===== src/include/ccor_pkg.sv =====
// constants and carrier types for the common control and clock output register bank
package ccor_pkg;

    // register byte addresses on the parallel port
    localparam logic [7:0] CCOR_BP_CTRL_ADDR = 8'h71;
    localparam logic [7:0] CCOR_CH_CTRL_ADDR = 8'h72;
    localparam logic [7:0] CCOR_USER_CTRL_ADDR = 8'h73;
    localparam logic [7:0] CCOR_REG_RESET = 8'h00;
    localparam logic [7:0] CCOR_UNMAPPED_DATA = 8'h00;

    // backplane_clock_control fields
    localparam int CCOR_BP_EN_BIT = 0;
    localparam int CCOR_BP_FSEL_LSB = 1;
    localparam int CCOR_CELL_ADDR_LSB = 3;

    // channel_clock_control fields
    localparam int CCOR_RX_GAP_EN_BIT = 0;
    localparam int CCOR_RX_FMT_BIT = 1;
    localparam int CCOR_TX_GAP_EN_BIT = 2;
    localparam int CCOR_TX_FMT_BIT = 3;
    localparam int CCOR_RX_CELL_SEL_BIT = 4;
    localparam int CCOR_TX_CELL_SEL_BIT = 5;
    localparam int CCOR_IRQ_DIS_BIT = 6;
    localparam int CCOR_MF_SRC_BIT = 7;

    // user_output_control fields
    localparam int CCOR_USER_OUT_LSB = 0;
    localparam int CCOR_LEVEL_LSB = 4;

    // frequency select: 00 16.384, 01 8.192, 10 4.096, 11 2.048 MHz;
    // half period of the output is the line period shifted right by (base - code)
    localparam logic [2:0] CCOR_BP_SHIFT_BASE = 3'h4;

    // frame geometry
    localparam logic [8:0] CCOR_T1_LAST_POS = 9'h0c0;
    localparam logic [8:0] CCOR_E1_LAST_POS = 9'h0ff;
    localparam logic [2:0] CCOR_LSB_POS = 3'h7;
    localparam logic [2:0] CCOR_HALF_CHAN = 3'h4;

    typedef struct packed {
        logic cs_n;
        logic rd_n;
        logic wr_n;
        logic [7:0] addr;
        logic [7:0] wdata;
    } ccor_port_t;

    typedef struct packed {
        logic rx_clk;
        logic tx_clk;
        logic rx_fs;
        logic tx_fs;
        logic tx_sync;
    } ccor_pins_t;

    typedef struct packed {
        logic gap_en;
        logic fmt56;
        logic cell_sel;
    } ccor_chan_cfg_t;

endpackage


===== src/design/ccor_regs.sv =====
// common control registers, backplane clock synthesizer and gapped channel clocks
`timescale 1ns/10ps

// Behaviour
// - backplane clock output low while disabled, toggling at selected rate when enabled.
// - two-bit select picks 16.384, 8.192, 4.096 or 2.048 MHz.
// - backplane clock is phase and frequency locked to the receive line clock.
// - receive gapped enable clocks only selected receive channels on its pin.
// - transmit gapped enable clocks only selected transmit channels, independent of receive.
// - per-direction format bit selects 64k (eight bits) or 56k.
// - 56k format omits the clock for each selected channel's least significant bit.
// - in T1 mode gapped clocks give no pulse at the framing bit.
// - receive cell clock is gated framer clock at 0, receive line clock at 1.
// - transmit cell clock is gated framer clock at 0, transmit line clock at 1.
// - global interrupt disable suppresses the interrupt output, masks untouched.
// - sync source bit picks elastic store at 0, framer or sync pin at 1.
// - four user output bits drive their pins directly.
// - user output pins clear at power-up, hardware reset and software reset.
// - four-bit receive level threshold field, 2.5 dB steps, is presented unchanged.
// - upper five bits of backplane control hold the cell bus port address.
module ccor_regs (
    input wire logic ref_clk,
    input wire logic rstn,
    input wire ccor_pkg::ccor_port_t host_port,
    output logic [7:0] host_data_out,
    output logic host_data_oe,
    input wire logic sw_reset,
    input wire logic t1_mode,
    input wire logic rx_line_clock,
    input wire logic tx_line_clock,
    input wire logic rx_frame_sync,
    input wire logic tx_frame_sync,
    input wire logic tx_sync_pin,
    input wire logic [31:0] rx_frac_select,
    input wire logic [31:0] tx_frac_select,
    input wire logic irq_pending,
    input wire logic es_mf_sync,
    input wire logic framer_mf_sync,
    input wire logic mf_pin_select,
    output logic backplane_clock_out,
    output logic rx_channel_clock,
    output logic tx_channel_clock,
    output logic rx_cell_clock,
    output logic tx_cell_clock,
    output logic irq_n,
    output logic tx_mf_sync,
    output logic [3:0] user_out,
    output logic [3:0] rx_level_thresh,
    output logic [4:0] cell_port_addr
);
    import ccor_pkg::*;

    // ---------------- pin synchronisers ----------------
    ccor_port_t port_s1_reg;
    ccor_port_t port_s2_reg;
    ccor_port_t port_s3_reg;
    ccor_pins_t pins_s1_reg;
    ccor_pins_t pins_s2_reg;
    ccor_pins_t pins_now;

    always_comb begin
        pins_now.rx_clk = rx_line_clock;
        pins_now.tx_clk = tx_line_clock;
        pins_now.rx_fs = rx_frame_sync;
        pins_now.tx_fs = tx_frame_sync;
        pins_now.tx_sync = tx_sync_pin;
    end

    // the third port stage only gives the edge detector a history,
    // and holds address and data from inside the strobe
    always_ff @(posedge ref_clk or negedge rstn) begin
        if (!rstn) begin
            port_s1_reg <= '{cs_n: 1'b1, rd_n: 1'b1, wr_n: 1'b1, addr: 8'h00, wdata: 8'h00};
            port_s2_reg <= '{cs_n: 1'b1, rd_n: 1'b1, wr_n: 1'b1, addr: 8'h00, wdata: 8'h00};
            port_s3_reg <= '{cs_n: 1'b1, rd_n: 1'b1, wr_n: 1'b1, addr: 8'h00, wdata: 8'h00};
            pins_s1_reg <= '0;
            pins_s2_reg <= '0;
        end else begin
            port_s1_reg <= host_port;
            port_s2_reg <= port_s1_reg;
            port_s3_reg <= port_s2_reg;
            pins_s1_reg <= pins_now;
            pins_s2_reg <= pins_s1_reg;
        end
    end

    // ---------------- register file ----------------
    logic [7:0] bp_ctrl_reg;
    logic [7:0] bp_ctrl_next;
    logic [7:0] ch_ctrl_reg;
    logic [7:0] ch_ctrl_next;
    logic [7:0] user_ctrl_reg;
    logic [7:0] user_ctrl_next;
    logic [7:0] rdata_reg;
    logic [7:0] rdata_next;
    logic oe_reg;
    logic oe_next;
    logic wr_event;

    // write takes effect when the strobe is released, with cs still asserted
    assign wr_event = !port_s3_reg.wr_n && port_s2_reg.wr_n && !port_s3_reg.cs_n;

    always_comb begin
        bp_ctrl_next = bp_ctrl_reg;
        ch_ctrl_next = ch_ctrl_reg;
        user_ctrl_next = user_ctrl_reg;
        // software reset beats a write landing in the same cycle
        if (sw_reset) begin
            bp_ctrl_next = CCOR_REG_RESET;
            ch_ctrl_next = CCOR_REG_RESET;
            user_ctrl_next = CCOR_REG_RESET;
        end else if (wr_event) begin
            unique case (port_s3_reg.addr)
                CCOR_BP_CTRL_ADDR: bp_ctrl_next = port_s3_reg.wdata;
                CCOR_CH_CTRL_ADDR: ch_ctrl_next = port_s3_reg.wdata;
                CCOR_USER_CTRL_ADDR: user_ctrl_next = port_s3_reg.wdata;
                default: ;
            endcase
        end
        // reads use the second stage; only the write edge needs the older third stage
        oe_next = !port_s2_reg.cs_n && !port_s2_reg.rd_n;
        unique case (port_s2_reg.addr)
            CCOR_BP_CTRL_ADDR: rdata_next = bp_ctrl_reg;
            CCOR_CH_CTRL_ADDR: rdata_next = ch_ctrl_reg;
            CCOR_USER_CTRL_ADDR: rdata_next = user_ctrl_reg;
            default: rdata_next = CCOR_UNMAPPED_DATA;
        endcase
    end

    always_ff @(posedge ref_clk or negedge rstn) begin
        if (!rstn) begin
            bp_ctrl_reg <= CCOR_REG_RESET;
            ch_ctrl_reg <= CCOR_REG_RESET;
            user_ctrl_reg <= CCOR_REG_RESET;
            rdata_reg <= 8'h00;
            oe_reg <= 1'b0;
        end else begin
            bp_ctrl_reg <= bp_ctrl_next;
            ch_ctrl_reg <= ch_ctrl_next;
            user_ctrl_reg <= user_ctrl_next;
            rdata_reg <= rdata_next;
            oe_reg <= oe_next;
        end
    end

    assign host_data_out = rdata_reg;
    assign host_data_oe = oe_reg;
    assign user_out = user_ctrl_reg[CCOR_USER_OUT_LSB +: 4];
    assign rx_level_thresh = user_ctrl_reg[CCOR_LEVEL_LSB +: 4];
    assign cell_port_addr = bp_ctrl_reg[CCOR_CELL_ADDR_LSB +: 5];

    // ---------------- interrupt gate and multiframe sync source ----------------
    logic irq_n_reg;
    logic irq_n_next;
    logic mf_reg;
    logic mf_next;

    always_comb begin
        // only the global gate lives here; the individual masks act before irq_pending
        irq_n_next = !(irq_pending && !ch_ctrl_reg[CCOR_IRQ_DIS_BIT]);
        if (ch_ctrl_reg[CCOR_MF_SRC_BIT]) begin
            mf_next = mf_pin_select ? pins_s2_reg.tx_sync : framer_mf_sync;
        end else begin
            mf_next = es_mf_sync;
        end
    end

    always_ff @(posedge ref_clk or negedge rstn) begin
        if (!rstn) begin
            irq_n_reg <= 1'b1;
            mf_reg <= 1'b0;
        end else begin
            irq_n_reg <= irq_n_next;
            mf_reg <= mf_next;
        end
    end

    assign irq_n = irq_n_reg;
    assign tx_mf_sync = mf_reg;

    // ---------------- backplane clock synthesizer ----------------
    // the line clock is sampled at the reference rate, so output is limited to
    // half the reference clock; faster selections saturate at one cycle per half
    logic rx_prev_reg;
    logic rx_prev_next;
    logic rx_rise;
    logic [7:0] per_cnt_reg;
    logic [7:0] per_cnt_next;
    logic [7:0] period_reg;
    logic [7:0] period_next;
    logic [7:0] half_cnt_reg;
    logic [7:0] half_cnt_next;
    logic [7:0] half_len;
    logic [2:0] half_shift;
    logic bp_out_reg;
    logic bp_out_next;

    assign rx_rise = pins_s2_reg.rx_clk && !rx_prev_reg;

    always_comb begin
        rx_prev_next = pins_s2_reg.rx_clk;
        per_cnt_next = per_cnt_reg;
        period_next = period_reg;
        half_cnt_next = half_cnt_reg;
        bp_out_next = bp_out_reg;
        half_shift = CCOR_BP_SHIFT_BASE - {1'b0, bp_ctrl_reg[CCOR_BP_FSEL_LSB +: 2]};
        half_len = period_reg >> half_shift;
        // before the first measured line edge the period is 0, so the output runs fast
        if (half_len == 8'h00) begin
            half_len = 8'h01;
        end
        // measure the line period in reference cycles; the counter saturates, so a period of 256 or more reads as 0
        if (rx_rise) begin
            period_next = per_cnt_reg + 8'h01;
            per_cnt_next = 8'h00;
        end else if (per_cnt_reg != 8'hff) begin
            per_cnt_next = per_cnt_reg + 8'h01;
        end
        if (!bp_ctrl_reg[CCOR_BP_EN_BIT]) begin
            bp_out_next = 1'b0;
            half_cnt_next = 8'h00;
        end else if (rx_rise) begin
            // re-phase on every line edge keeps the output locked
            bp_out_next = 1'b1;
            half_cnt_next = 8'h00;
        end else if (half_cnt_reg + 8'h01 >= half_len) begin
            bp_out_next = !bp_out_reg;
            half_cnt_next = 8'h00;
        end else begin
            half_cnt_next = half_cnt_reg + 8'h01;
        end
    end

    always_ff @(posedge ref_clk or negedge rstn) begin
        if (!rstn) begin
            rx_prev_reg <= 1'b0;
            per_cnt_reg <= 8'h00;
            period_reg <= 8'h00;
            half_cnt_reg <= 8'h00;
            bp_out_reg <= 1'b0;
        end else begin
            rx_prev_reg <= rx_prev_next;
            per_cnt_reg <= per_cnt_next;
            period_reg <= period_next;
            half_cnt_reg <= half_cnt_next;
            bp_out_reg <= bp_out_next;
        end
    end

    assign backplane_clock_out = bp_out_reg;

    // ---------------- channel clocks, index 0 receive, 1 transmit ----------------
    ccor_chan_cfg_t cfg [2];
    logic line_clk [2];
    logic line_fs [2];
    logic [31:0] frac_sel [2];
    logic chan_clk_q [2];
    logic cell_clk_q [2];

    always_comb begin
        cfg[0].gap_en = ch_ctrl_reg[CCOR_RX_GAP_EN_BIT];
        cfg[0].fmt56 = ch_ctrl_reg[CCOR_RX_FMT_BIT];
        cfg[0].cell_sel = ch_ctrl_reg[CCOR_RX_CELL_SEL_BIT];
        cfg[1].gap_en = ch_ctrl_reg[CCOR_TX_GAP_EN_BIT];
        cfg[1].fmt56 = ch_ctrl_reg[CCOR_TX_FMT_BIT];
        cfg[1].cell_sel = ch_ctrl_reg[CCOR_TX_CELL_SEL_BIT];
        line_clk[0] = pins_s2_reg.rx_clk;
        line_clk[1] = pins_s2_reg.tx_clk;
        line_fs[0] = pins_s2_reg.rx_fs;
        line_fs[1] = pins_s2_reg.tx_fs;
        frac_sel[0] = rx_frac_select;
        frac_sel[1] = tx_frac_select;
    end

    genvar d;
    generate
        for (d = 0; d < 2; d++) begin : g_dir
            logic clk_prev_reg;
            logic [8:0] pos_reg;
            logic [8:0] pos_next;
            logic [8:0] slot;
            logic fbit;
            logic gate;
            logic chan_next;
            logic cell_next;
            logic chan_reg;
            logic cell_reg;
            logic line_rise;
            logic [8:0] last_pos;

            always_comb begin
                pos_next = pos_reg;
                line_rise = line_clk[d] && !clk_prev_reg;
                last_pos = t1_mode ? CCOR_T1_LAST_POS : CCOR_E1_LAST_POS;
                // frame sync beats the wrap, so a moved frame realigns on its first bit
                if (line_rise) begin
                    if (line_fs[d]) begin
                        pos_next = 9'h000;
                    end else if (pos_reg == last_pos) begin
                        pos_next = 9'h000;
                    end else begin
                        pos_next = pos_reg + 9'h001;
                    end
                end
                // gating looks at the new position so it lines up with the high phase
                fbit = t1_mode && (pos_next == 9'h000);
                slot = t1_mode ? pos_next - 9'h001 : pos_next;
                gate = frac_sel[d][slot[7:3]] && !fbit;
                if (cfg[d].fmt56 && (slot[2:0] == CCOR_LSB_POS)) begin
                    gate = 1'b0;
                end
                if (cfg[d].gap_en) begin
                    chan_next = gate && line_clk[d];
                end else begin
                    // normal function: one pulse per channel over its first half
                    chan_next = !fbit && (slot[2:0] < CCOR_HALF_CHAN);
                end
                // select changes in the high phase give a short pulse; change it while low
                cell_next = cfg[d].cell_sel ? line_clk[d] : (gate && line_clk[d]);
            end

            always_ff @(posedge ref_clk or negedge rstn) begin
                if (!rstn) begin
                    clk_prev_reg <= 1'b0;
                    pos_reg <= 9'h000;
                    chan_reg <= 1'b0;
                    cell_reg <= 1'b0;
                end else begin
                    clk_prev_reg <= line_clk[d];
                    pos_reg <= pos_next;
                    chan_reg <= chan_next;
                    cell_reg <= cell_next;
                end
            end

            assign chan_clk_q[d] = chan_reg;
            assign cell_clk_q[d] = cell_reg;
        end
    endgenerate

    assign rx_channel_clock = chan_clk_q[0];
    assign tx_channel_clock = chan_clk_q[1];
    assign rx_cell_clock = cell_clk_q[0];
    assign tx_cell_clock = cell_clk_q[1];

endmodule


===== config.mk =====
export PLATFORM = sky130hd
export DESIGN_NAME = ccor_regs
export DESIGN_NICKNAME = d
export VERILOG_FILES = /design/src/include/ccor_pkg.sv /design/src/design/ccor_regs.sv
export SDC_FILE = /design/constraint.sdc
export NUM_CORES = 1
export LEC_CHECK = 0
export BUFFER_PORTS_ARGS = -buffer_cell sky130_fd_sc_hd__buf_4
export CAP_MARGIN = 0
export CORE_MARGIN = 3
export CORE_UTILIZATION = 31
export DETAILED_ROUTE_END_ITERATION = 10
export GPL_TIMING_DRIVEN = 0
export MAX_ROUTING_LAYER = met4
export PLACE_DENSITY = 0.55
export SETUP_SLACK_MARGIN = 0.2
export SLEW_MARGIN = 20
export SYNTH_ARGS = -nofsm -noshare
export SYNTH_HDL_FRONTEND = slang
export SYNTH_SLANG_ARGS = --single-unit

===== constraint.sdc =====
create_clock -name ref_clk -period 3.77 [get_ports ref_clk]
set_clock_uncertainty 0.05 [all_clocks]
set_input_delay 0.5655 -clock ref_clk [delete_from_list [all_inputs] [get_ports ref_clk]]
set_output_delay 0.5655 -clock ref_clk [all_outputs]
set_load 0.01 [all_outputs]

; ---- Word-level counts from Yosys, hierarchy flattened
; Index checks and enable logic that the tools add are counted.
; Widths: inputs -> output; s select.
[classes]
addsub = 7
magnitude_cmp = 5
eq_ne = 12
shift = 1
n_mux = 40
reduce_logical = 38
[ops]
columns = op, count
row1 = $mux 8, 17
row2 = $mux 9, 6
row3 = $eq 8x7->1 const B, 6
row4 = $pmux 8 s3, 1
row5 = $add 9x1->9 const B, 2
row6 = $logic_not 9->1, 2
row7 = $add 8x1->8 const B, 2
row8 = $logic_and 1x1->1, 16
row9 = $sub 8x1->8 const B, 2
row10 = $mux 1, 13
row11 = $lt 5x6->1 const B, 2
row12 = $logic_not 1->1, 11
row13 = $bmux 1 s5, 2
row14 = $reduce_bool 2->1, 5
row15 = $eq 9x8->1, 1
row16 = $eq 9x9->1, 1
row17 = $ge 8x8->1, 1
row18 = $logic_not 8->1, 1
row19 = $ne 8x8->1 const B, 1
row20 = $shr 8x3->8, 1
row21 = $eq 3x3->1 const B, 2
row22 = $lt 3x3->1 const B, 2
row23 = $mux 6, 1
row24 = $reduce_and 2->1, 3
row25 = 2 further kinds, 2
[totals]
register_bits = 150
in_bits = 96
out_inout_bits = 29
elab_cells = 146

; ---- Longest topological paths before layout
; Gate-level depths: netlist of the first run.
[depth]
word_depth = 13
depth_mapped = 21
depth_no_buf = 19

; ---- Worst setup path after synthesis of the first run
; OpenSTA, ideal clock, no wires.
[synth_path]
path_type = in2reg
start = input port t1_mode
end = register g_dir[0].chan_reg, in the netlist rx_channel_clock
setup_ns = 0.136
arrival_time_ns = 4.131
required_ns = 3.584
path_slack_ns = -0.547
stages = 18
n_path_buf = 3
cell_sequence = clkbuf_1 > or4_4 > a21oi_1 > or2_1 > nor2_1 > mux2i_1 > ha_1 > nand2_1 > and3b_1 > a21boi_1 > a311o_1 > buf_6 > buf_12 > mux2i_1 > nor3_1 > or4_4 > o2111ai_1 > o211ai_1
[synth_between]
elab_chain_len = 13
elab_cells_between_ends = 20
cone_classes = add/sub: 1 / order compare: 1 / eq/ne: 2 / mux: 9 / reduce/logical: 7
[synth_lines]
columns = item, line_no
row1 = "start, declared", ccor_regs.sv:28  ; input wire logic t1_mode,
row2 = $mux 6, ccor_regs.sv:294  ; last_pos = t1_mode ? CCOR_T1_LAST_POS : CCOR_E1_LAST_POS;
row3 = $eq 9x9->1, ccor_regs.sv:299  ; end else if (pos_reg == last_pos) begin
row4 = $mux 9, ccor_regs.sv:299
row5 = $mux 9, ccor_regs.sv:297  ; if (line_fs[d]) begin
row6 = $mux 9, ccor_regs.sv:296  ; if (line_rise) begin
row7 = $sub 8x1->8, ccor_regs.sv:307  ; slot = t1_mode ? pos_next - 9'h001 : pos_next;
row8 = $mux 8, ccor_regs.sv:307
row9 = $bmux 1 s5, ccor_regs.sv:308  ; gate = frac_sel[d][slot[7:3]] && !fbit;
row10 = $mux 1 (implied by the code), ccor_regs.sv:308
row11 = $logic_and 1x1->1, ccor_regs.sv:308
row12 = $mux 1, ccor_regs.sv:309  ; if (cfg[d].fmt56 && (slot[2:0] == CCOR_LSB_POS)) begin
row13 = $logic_and 1x1->1, ccor_regs.sv:313  ; chan_next = gate && line_clk[d];
row14 = $mux 1 *, ccor_regs.sv:312  ; if (cfg[d].gap_en) begin
row15 = net g_dir[0].chan_next, ccor_regs.sv:284  ; logic chan_next;
row16 = "end signal, assigned", ccor_regs.sv:331  ; chan_reg <= chan_next;
row17 = "end, declared", ccor_regs.sv:286  ; logic chan_reg;
; The timed path passes the listed nets; every way through them passes the cells marked *. The select of a mux whose other input is x is not followed.
; A chain may end at the register's enable or synchronous reset.

; ---- Final worst setup path of the first run
[layout_path]
start = register g_dir[0].pos_reg[2]
end = register g_dir[0].chan_reg, in the netlist rx_channel_clock
[layout_between]
elab_chain_len = 12
elab_cells_between_ends = 20
cone_classes = add/sub: 2 / order compare: 1 / eq/ne: 2 / mux: 8 / reduce/logical: 7
[layout_lines]
columns = item, line_no
row1 = "start, declared", ccor_regs.sv:279  ; logic [8:0] pos_reg;
row2 = "start signal, assigned", ccor_regs.sv:330  ; pos_reg <= pos_next;
row3 = $add 9x1->9 / $eq 9x9->1 (equally long branches), "ccor_regs.sv:302, ccor_regs.sv:299"
row4 = $mux 9, ccor_regs.sv:299
row5 = $mux 9, ccor_regs.sv:297
row6 = $mux 9 *, ccor_regs.sv:296
row7 = $sub 8x1->8, ccor_regs.sv:307
row8 = $mux 8, ccor_regs.sv:307
row9 = $bmux 1 s5, ccor_regs.sv:308
row10 = $mux 1 (implied by the code), ccor_regs.sv:308
row11 = $logic_and 1x1->1, ccor_regs.sv:308
row12 = $mux 1, ccor_regs.sv:309
row13 = $logic_and 1x1->1, ccor_regs.sv:313
row14 = $mux 1 *, ccor_regs.sv:312
row15 = net g_dir[0].chan_next, ccor_regs.sv:284
; Marked as above.

==> impl_metrics.csv, run 1 <==
group,metric,value,unit
sta,min_period,4.05,ns
route,drc_errors,0,
synth,ys_types,76,
cells_and_area,drive_gt1_frac,0.337,
synth,yosysTopAreaCellShare,0.470,
critical_path,cp_slowest_cell,"or4_4",
sta,setup_violations,2,
synth,async_flop_share,1.00,
cts,cts.clk_slew.worst_paths,0.06,ns
placement,dpl.hpwl,12800,microns
sta,drv_slew,0,
sta,relSlewSlack,0.274,
sta,fin_crit_sh,1.07,
synth,synth_area_leaders,"dfrtp_1, mux2i_1, nor2_1",
cts,clock_latency,0.42,ns
route,dr.pass1.iters,5,
route,first_iter_violations,331,
cells_and_area,num_antenna_cells,0,
floorplan,fp.dieArea,26100,sq um
synth,syn_nets,815,
cts,clockBufferDepth,2,
route,vias,5895,
cells_and_area,nFillCells,2266,
critical_path,cp.arrival,4.28,ns
synth,synth.most_common_cell,"dfrtp_1",
cts,root_buffer,"clkbuf_16",
worst_hold_path,hp-class,"in -> async",
synth,yosys-top-cells-count,"dfrtp_1, nor2_1, mux2i_1, nand2_1, nor3_1",
sta,clock.fmax,247,MHz
synth,netlist_area,7510,sq um
cts,cts_made_buffers,17,
route,antenna_left,0,
critical_path,cp.buffers_inverters,3,
cells_and_area,finalNetCount,999,
cts,tritoncts,"done",
global_routing,grt_pass1_wl,29400,microns
synth,syn_inst,702,
floorplan,pin_count,125,
synth,synth.largest_area_cell,"dfrtp_1",
route,wirelength,18300,microns
synth,yosys_most_used_dff,"dfrtp_1",
critical_path,cp_max_fo,6,
floorplan,num_rows,56,
global_routing,grt_max_degree,89,
global_routing,grt_pass1_vias,5798,
power,ir_drop,336,uV
critical_path,cp_top_family,"simple AND/OR/NAND/NOR gates",
sta,rsz0062_at_grt,"true",
sta,worst_slack,-0.275,ns
status,status,"finished with violations",
sta,tightest_slew,1.08,ns
placement,place_area,8930,sq um
cts,cts_sinks,150,
power,pwr_density_cell,441,nW/um^2
route,viasPerCell,4.84,
critical_path,cp_slowest_stage_delay,0.55,ns
sta,final_hold_viol_count,0,
cells_and_area,design_area,10100,sq um
status,violations,"negative setup slack",
synth,synth-edff-count,0,
critical_path,setup.worst_path.class,"reg -> reg",
placement,port_buffers,123,
synth,ys_seq_area_frac,0.501,
critical_path,start_kind,"flip-flop",
global_routing,antenna_found_initial,0,
global_routing,grt_use_total,0.144,
floorplan,floorplan.core_area,23600,sq um
route,wl_per_cell,15.1,microns
critical_path,required,4.00,ns
critical_path,path_cells,"buf_6 > nand2_4 > or4_4 > a21oi_2 > or2_4 > nor2_4 > mux2i_4 > ha_2 > nand2_2 > and3b_2 > a2111oi_4 > a311o_1 > buf_6 > buf_16 > mux2i_2 > nor3_1 > or4_4 > o2111ai_1 > o211ai_1",
power,total_power,4.45,mW
flow_run,max_cap_violations,0,
placement,place.gp.congestion,0.843,
synth,ys_warn_count,0,
floorplan,die_w,162,microns
synth,syn_area_per_cell,10.7,sq um
cells_and_area,area_growth,34.6,%
cts,htree_levels,4,
critical_path,reg2reg_slack,-0.28,ns
placement,pre_cts_slack,-0.715,ns
floorplan,initial_core_util,0.318,
global_routing,grt_overflow,0,
power,p_leak,4.51,nW
synth,ys_ff_latch,150,
floorplan,die_y,162,microns
critical_path,cp-end-kind,"flip-flop",
[cells in the final DEF, fill, tap and decap left out, types with 15 or more instances in the layout]
cell       instances
buf_4            166
dfrtp_1          136
nor2_1            62
nand2_1           55
mux2i_1           48
nor3_1            31
o21ai_0           24
nand3_1           21
xnor2_1           20
inv_1             18
clkbuf_16         17
a21oi_1           16
clkbuf_1          15
ha_1              15
[cell families after synthesis]
| kind of cell | synth area share |
|---|---|
| AO/OA/AOI/OAI | 0.113 |
| XOR/XNOR | 0.0420 |
| adder cells (fa/ha/maj) | 0.0283 |
| buffers and inverters | 0.0325 |
| flip-flops | 0.501 |
| multiplexers | 0.114 |
| AND/OR/NAND/NOR | 0.169 |
[stage by stage]
stage / hold WS [ns] / TNS (ns) / cells / utilization
after floorplan: 0.220 / -0.769 / 702 / -
after global placement: 0.282 / -3.12 / 1144 / 0.377
after detailed placement: 0.285 / -2.76 / 1145 / 0.378
after CTS: 0.0331 / -0.381 / 1206 / 0.421
after global routing: 0.0445 / -0.799 / 1218 / 0.428
final: 0.0192 / -0.522 / 1218 / 0.428
[worst paths after layout]
kind | startpoint | end | depth (start not counted)
setup / recovery | g_dir[0].pos_reg[2] | rx_channel_clock | 19
hold / removal | rstn | port_s1_reg[15] | 1
setup reg to reg | g_dir[0].pos_reg[2] | rx_channel_clock | 19
hold reg to reg | port_s2_reg[6] | port_s3_reg[6] | 0
max in group asynchronous | rstn | g_dir[0].pos_reg[4] | 2
min in group ref_clk | host_port[6] | port_s1_reg[6] | 1
[routing by layer]
metal | track usage | up-vias | share of wire
met5 | - | - | 0
met3 | 0.0300 | 17 | 0.045
met1 | 0.188 | 2837 | 0.46
met2 | 0.228 | 137 | 0.48
li1 | - | 2904 | -
met4 | 0.0372 | 0 | 0.012
[where the power goes]
| group | leakage [nW] | total [mW] | switching, mW | internal (mW) |
|---|---|---|---|---|
| Clock | 0.274 | 1.59 | 0.708 | 0.884 |
| Combinational | 2.35 | 1.05 | 0.523 | 0.527 |
| Sequential | 1.88 | 1.81 | 0.0846 | 1.73 |
[area by class of cell]
type                            count  area [sq um]  area share
Timing Repair Buffer              165          1300       0.129
Clock inverter                     12           110      0.0109
Clock buffer                       20           447      0.0442
Multi-Input combinational cell    500          3780       0.374
Inverter                           22          87.6     0.00866
Sequential cell                   150          3770       0.373
Tap cell                          319           399      0.0395
Buffer                             30           215      0.0213
[timing repair]
item / 4_1_cts / 5_1_grt
setup endpoints to repair: 13 / 13
buffers inserted: 28 / 12
resized for setup: 46 / 19
hold buffers: 0 / 0
pin swaps: 28 / 15
gates cloned: 1 / 0
No activity file was read; power rests on OpenSTA's default activity.
==> run 2: changes to the inputs <==
--- a/config.mk
+++ b/config.mk
@@ -5,6 +5,7 @@
 export SDC_FILE = /design/constraint.sdc
 export NUM_CORES = 1
 export LEC_CHECK = 0
+export ABC_AREA = 1
 export BUFFER_PORTS_ARGS = -buffer_cell sky130_fd_sc_hd__buf_4
 export CAP_MARGIN = 0
 export CORE_MARGIN = 3
==> impl_metrics.csv, run 2 <==
group,metric,value,unit
critical_path,cp-end-kind,"flip-flop",
synth,ys_ff_latch,150,
global_routing,grt_overflow,0,
placement,placedCellCount,1200,
placement,pre_cts_slack,-0.238,ns
cells_and_area,nFillCells,2177,
global_routing,grt_max_degree,68,
synth,netlist_area,7140,sq um
sta,relSlewSlack,0.330,
cells_and_area,finalNetCount,1059,
synth,ys_seq_area_frac,0.527,
cts,htree_levels,4,
route,first_iter_violations,257,
flow_run,max_cap_violations,0,
cts,tritoncts,"done",
global_routing,grt_pass1_vias,5637,
synth,ys_types,48,
floorplan,fp.dieArea,24900,sq um
global_routing,grt_pass1_wl,27200,microns
synth,async_flop_share,1.00,
power,pwr_density_cell,487,nW/um^2
floorplan,die_w,158,microns
cts,cts_made_buffers,17,
floorplan,die_y,158,microns
route,wl_per_cell,13.4,microns
power,p_leak,4.58,nW
route,drc_errors,0,
synth,syn_nets,907,
route,antenna_left,0,
cells_and_area,final_cells,1239,
cells_and_area,num_antenna_cells,0,
cells_and_area,drive_gt1_frac,0.255,
cts,clock_latency,0.42,ns
cells_and_area,final_common_cell,"nand2_1",
placement,place.gp.congestion,0.843,
route,viasPerCell,4.64,
critical_path,reg2reg_slack,0.50,ns
synth,yosys_most_used_dff,"dfrtp_1",
synth,ys_warn_count,0,
synth,synth.largest_area_cell,"dfrtp_1",
route,vias,5744,
global_routing,grt_use_total,0.140,
worst_hold_path,holdPathEnd,"port_s1_reg[9]",
synth,synth.most_common_cell,"nand2_1",
sta,tightest_slew,0.993,ns
floorplan,pin_count,125,
sta,hold_ws,0.197,ns
floorplan,initial_core_util,0.321,
cts,cts.clk_slew.worst_paths,0.07,ns
power,ir_drop,334,uV
placement,dpl.hpwl,12300,microns
cells_and_area,final_cell_mix,"nand2_1, dfrtp_1, buf_4, nand3_1, inv_1",
worst_hold_path,min_path_cells,1,
synth,yosys-top-cells-count,"nand2_1, dfrtp_1, nand3_1",
synth,yosysTopAreaCellShare,0.494,
sta,clock.fmax,305,MHz
worst_hold_path,min_from,"host_port[9]",
synth,syn_area_per_cell,9.00,sq um
critical_path,required,4.02,ns
route,dr.pass1.iters,4,
floorplan,floorplan.core_area,22200,sq um
cells_and_area,area_growth,29.2,%
sta,setup_violations,0,
placement,port_buffers,124,
floorplan,num_rows,54,
critical_path,start_kind,"flip-flop",
synth,synth_area_leaders,"dfrtp_1, nand2_1, nand3_1",
synth,synth-edff-count,0,
power,total_power,4.50,mW
cts,clockBufferDepth,2,
critical_path,cp.arrival,3.52,ns
sta,final_hold_viol_count,0,
worst_hold_path,hp-class,"in -> reg",
global_routing,antenna_found_initial,1,
cts,cts_sinks,150,
synth,syn_inst,794,
sta,drv_slew,0,
cells_and_area,design_area,9230,sq um
critical_path,worstReg2RegStart,"bp_ctrl_reg[1]",
status,status,"completed",
placement,place_area,8490,sq um
critical_path,reg2reg_depth,20,
critical_path,r2r_end,"backplane_clock_out",
cts,root_buffer,"clkbuf_16",
critical_path,setup.worst_path.class,"reg -> reg",
route,wirelength,16600,microns
sta,min_period,3.27,ns
sta,fin_crit_sh,0.868,
sta,rsz0062_at_grt,"false",
critical_path,cp_max_fo,8,
sta,worst_slack,0.496,ns
-- run 2: changes by cell type after synthesis, sizes merged, moves of 10 or more --
cell and delta:
nand2 +120, mux2 -14, nor3 -25, nand3 +95, clkbuf -12, xor2 +10, o21ai +27, mux2i -56
nor2b -13, a22oi -12, inv +81, a21oi -12, xnor2 -16
-- run 2: layer usage --
layer	share of wire	up-vias	global-route usage
li1	-	2899	-
met1	0.47	2700	0.191
met2	0.47	119	0.210
met3	0.035	26	0.0301
met4	0.020	0	0.0438
met5	0	-	-
-- run 2: logic make-up after synthesis --
| group | after synthesis | synth area share |
|---|---|---|
| XOR/XNOR | 27 | 0.0342 |
| AO/OA/AOI/OAI | 87 | 0.0739 |
| AND/OR/NAND/NOR | 389 | 0.263 |
| flip-flops | 150 | 0.527 |
| buffers and inverters | 124 | 0.0722 |
| adder cells (fa/ha/maj) | 17 | 0.0298 |
-- run 2: power by group --
part | switching (mW) | leakage, nW | internal, mW
Combinational | 0.530 | 2.40 | 0.403
Clock | 0.738 | 0.304 | 1.01
Sequential | 0.0803 | 1.88 | 1.73
-- run 2: critical path, stage by stage (launching register included) --
cell	delay [ns]
dfrtp_1	0.38
inv_4	0.07
ha_1	0.29
buf_6	0.13
inv_4	0.05
a21oi_1	0.13
o21ai_0	0.09
o21ai_1	0.13
nand3_1	0.12
o221ai_2	0.17
ha_1	0.25
inv_1	0.05
a21boi_0	0.07
o21a_1	0.17
o21a_1	0.17
o21ai_1	0.11
nand2_1	0.11
a21oi_4	0.20
o2111ai_4	0.17
o211ai_1	0.14
o21ai_0	0.10
-- run 2: area by class of cell --
cell class / instances / area [sq um] / area share
repair buffers: 132 / 1040 / 0.113
clock buffers: 17 / 425 / 0.0461
inverters: 104 / 398 / 0.0431
well taps: 280 / 350 / 0.0380
plain buffers: 20 / 131 / 0.0142
clock inverters: 15 / 188 / 0.0203
flip-flops and latches: 150 / 3760 / 0.408
multi-input cells: 521 / 2930 / 0.318
-- run 2: repair_timing --
item	CTS	global route
pin swaps	0	5
endpoints found under the setup margin	9	11
hold buffers	1	0
gates cloned	0	1
buffers inserted	0	5
endpoints found under the hold margin	24	0
resized for setup	6	19
-- run 2: metrics by stage --
stage	TNS (ns)	utilization
6_report	0	0.415
5_1_grt	0	0.415
3_5_place_dp	-0.611	0.382
3_3_place_gp	-0.796	0.379
4_1_cts	0	0.411
2_1_floorplan	0	-
-- run 2: worst max path at each step --
stage	start	endpoint	slack [ns]	depth (start not counted)
after global placement	bp_ctrl_reg[1]	backplane_clock_out	-0.27	20
after global routing	bp_ctrl_reg[1]	half_cnt_reg[5]	0.17	20
final	bp_ctrl_reg[1]	backplane_clock_out	0.50	20
after CTS	bp_ctrl_reg[1]	backplane_clock_out	0.25	21
after floorplan	bp_ctrl_reg[1]	backplane_clock_out	0.38	20
after detailed placement	bp_ctrl_reg[1]	backplane_clock_out	-0.24	20
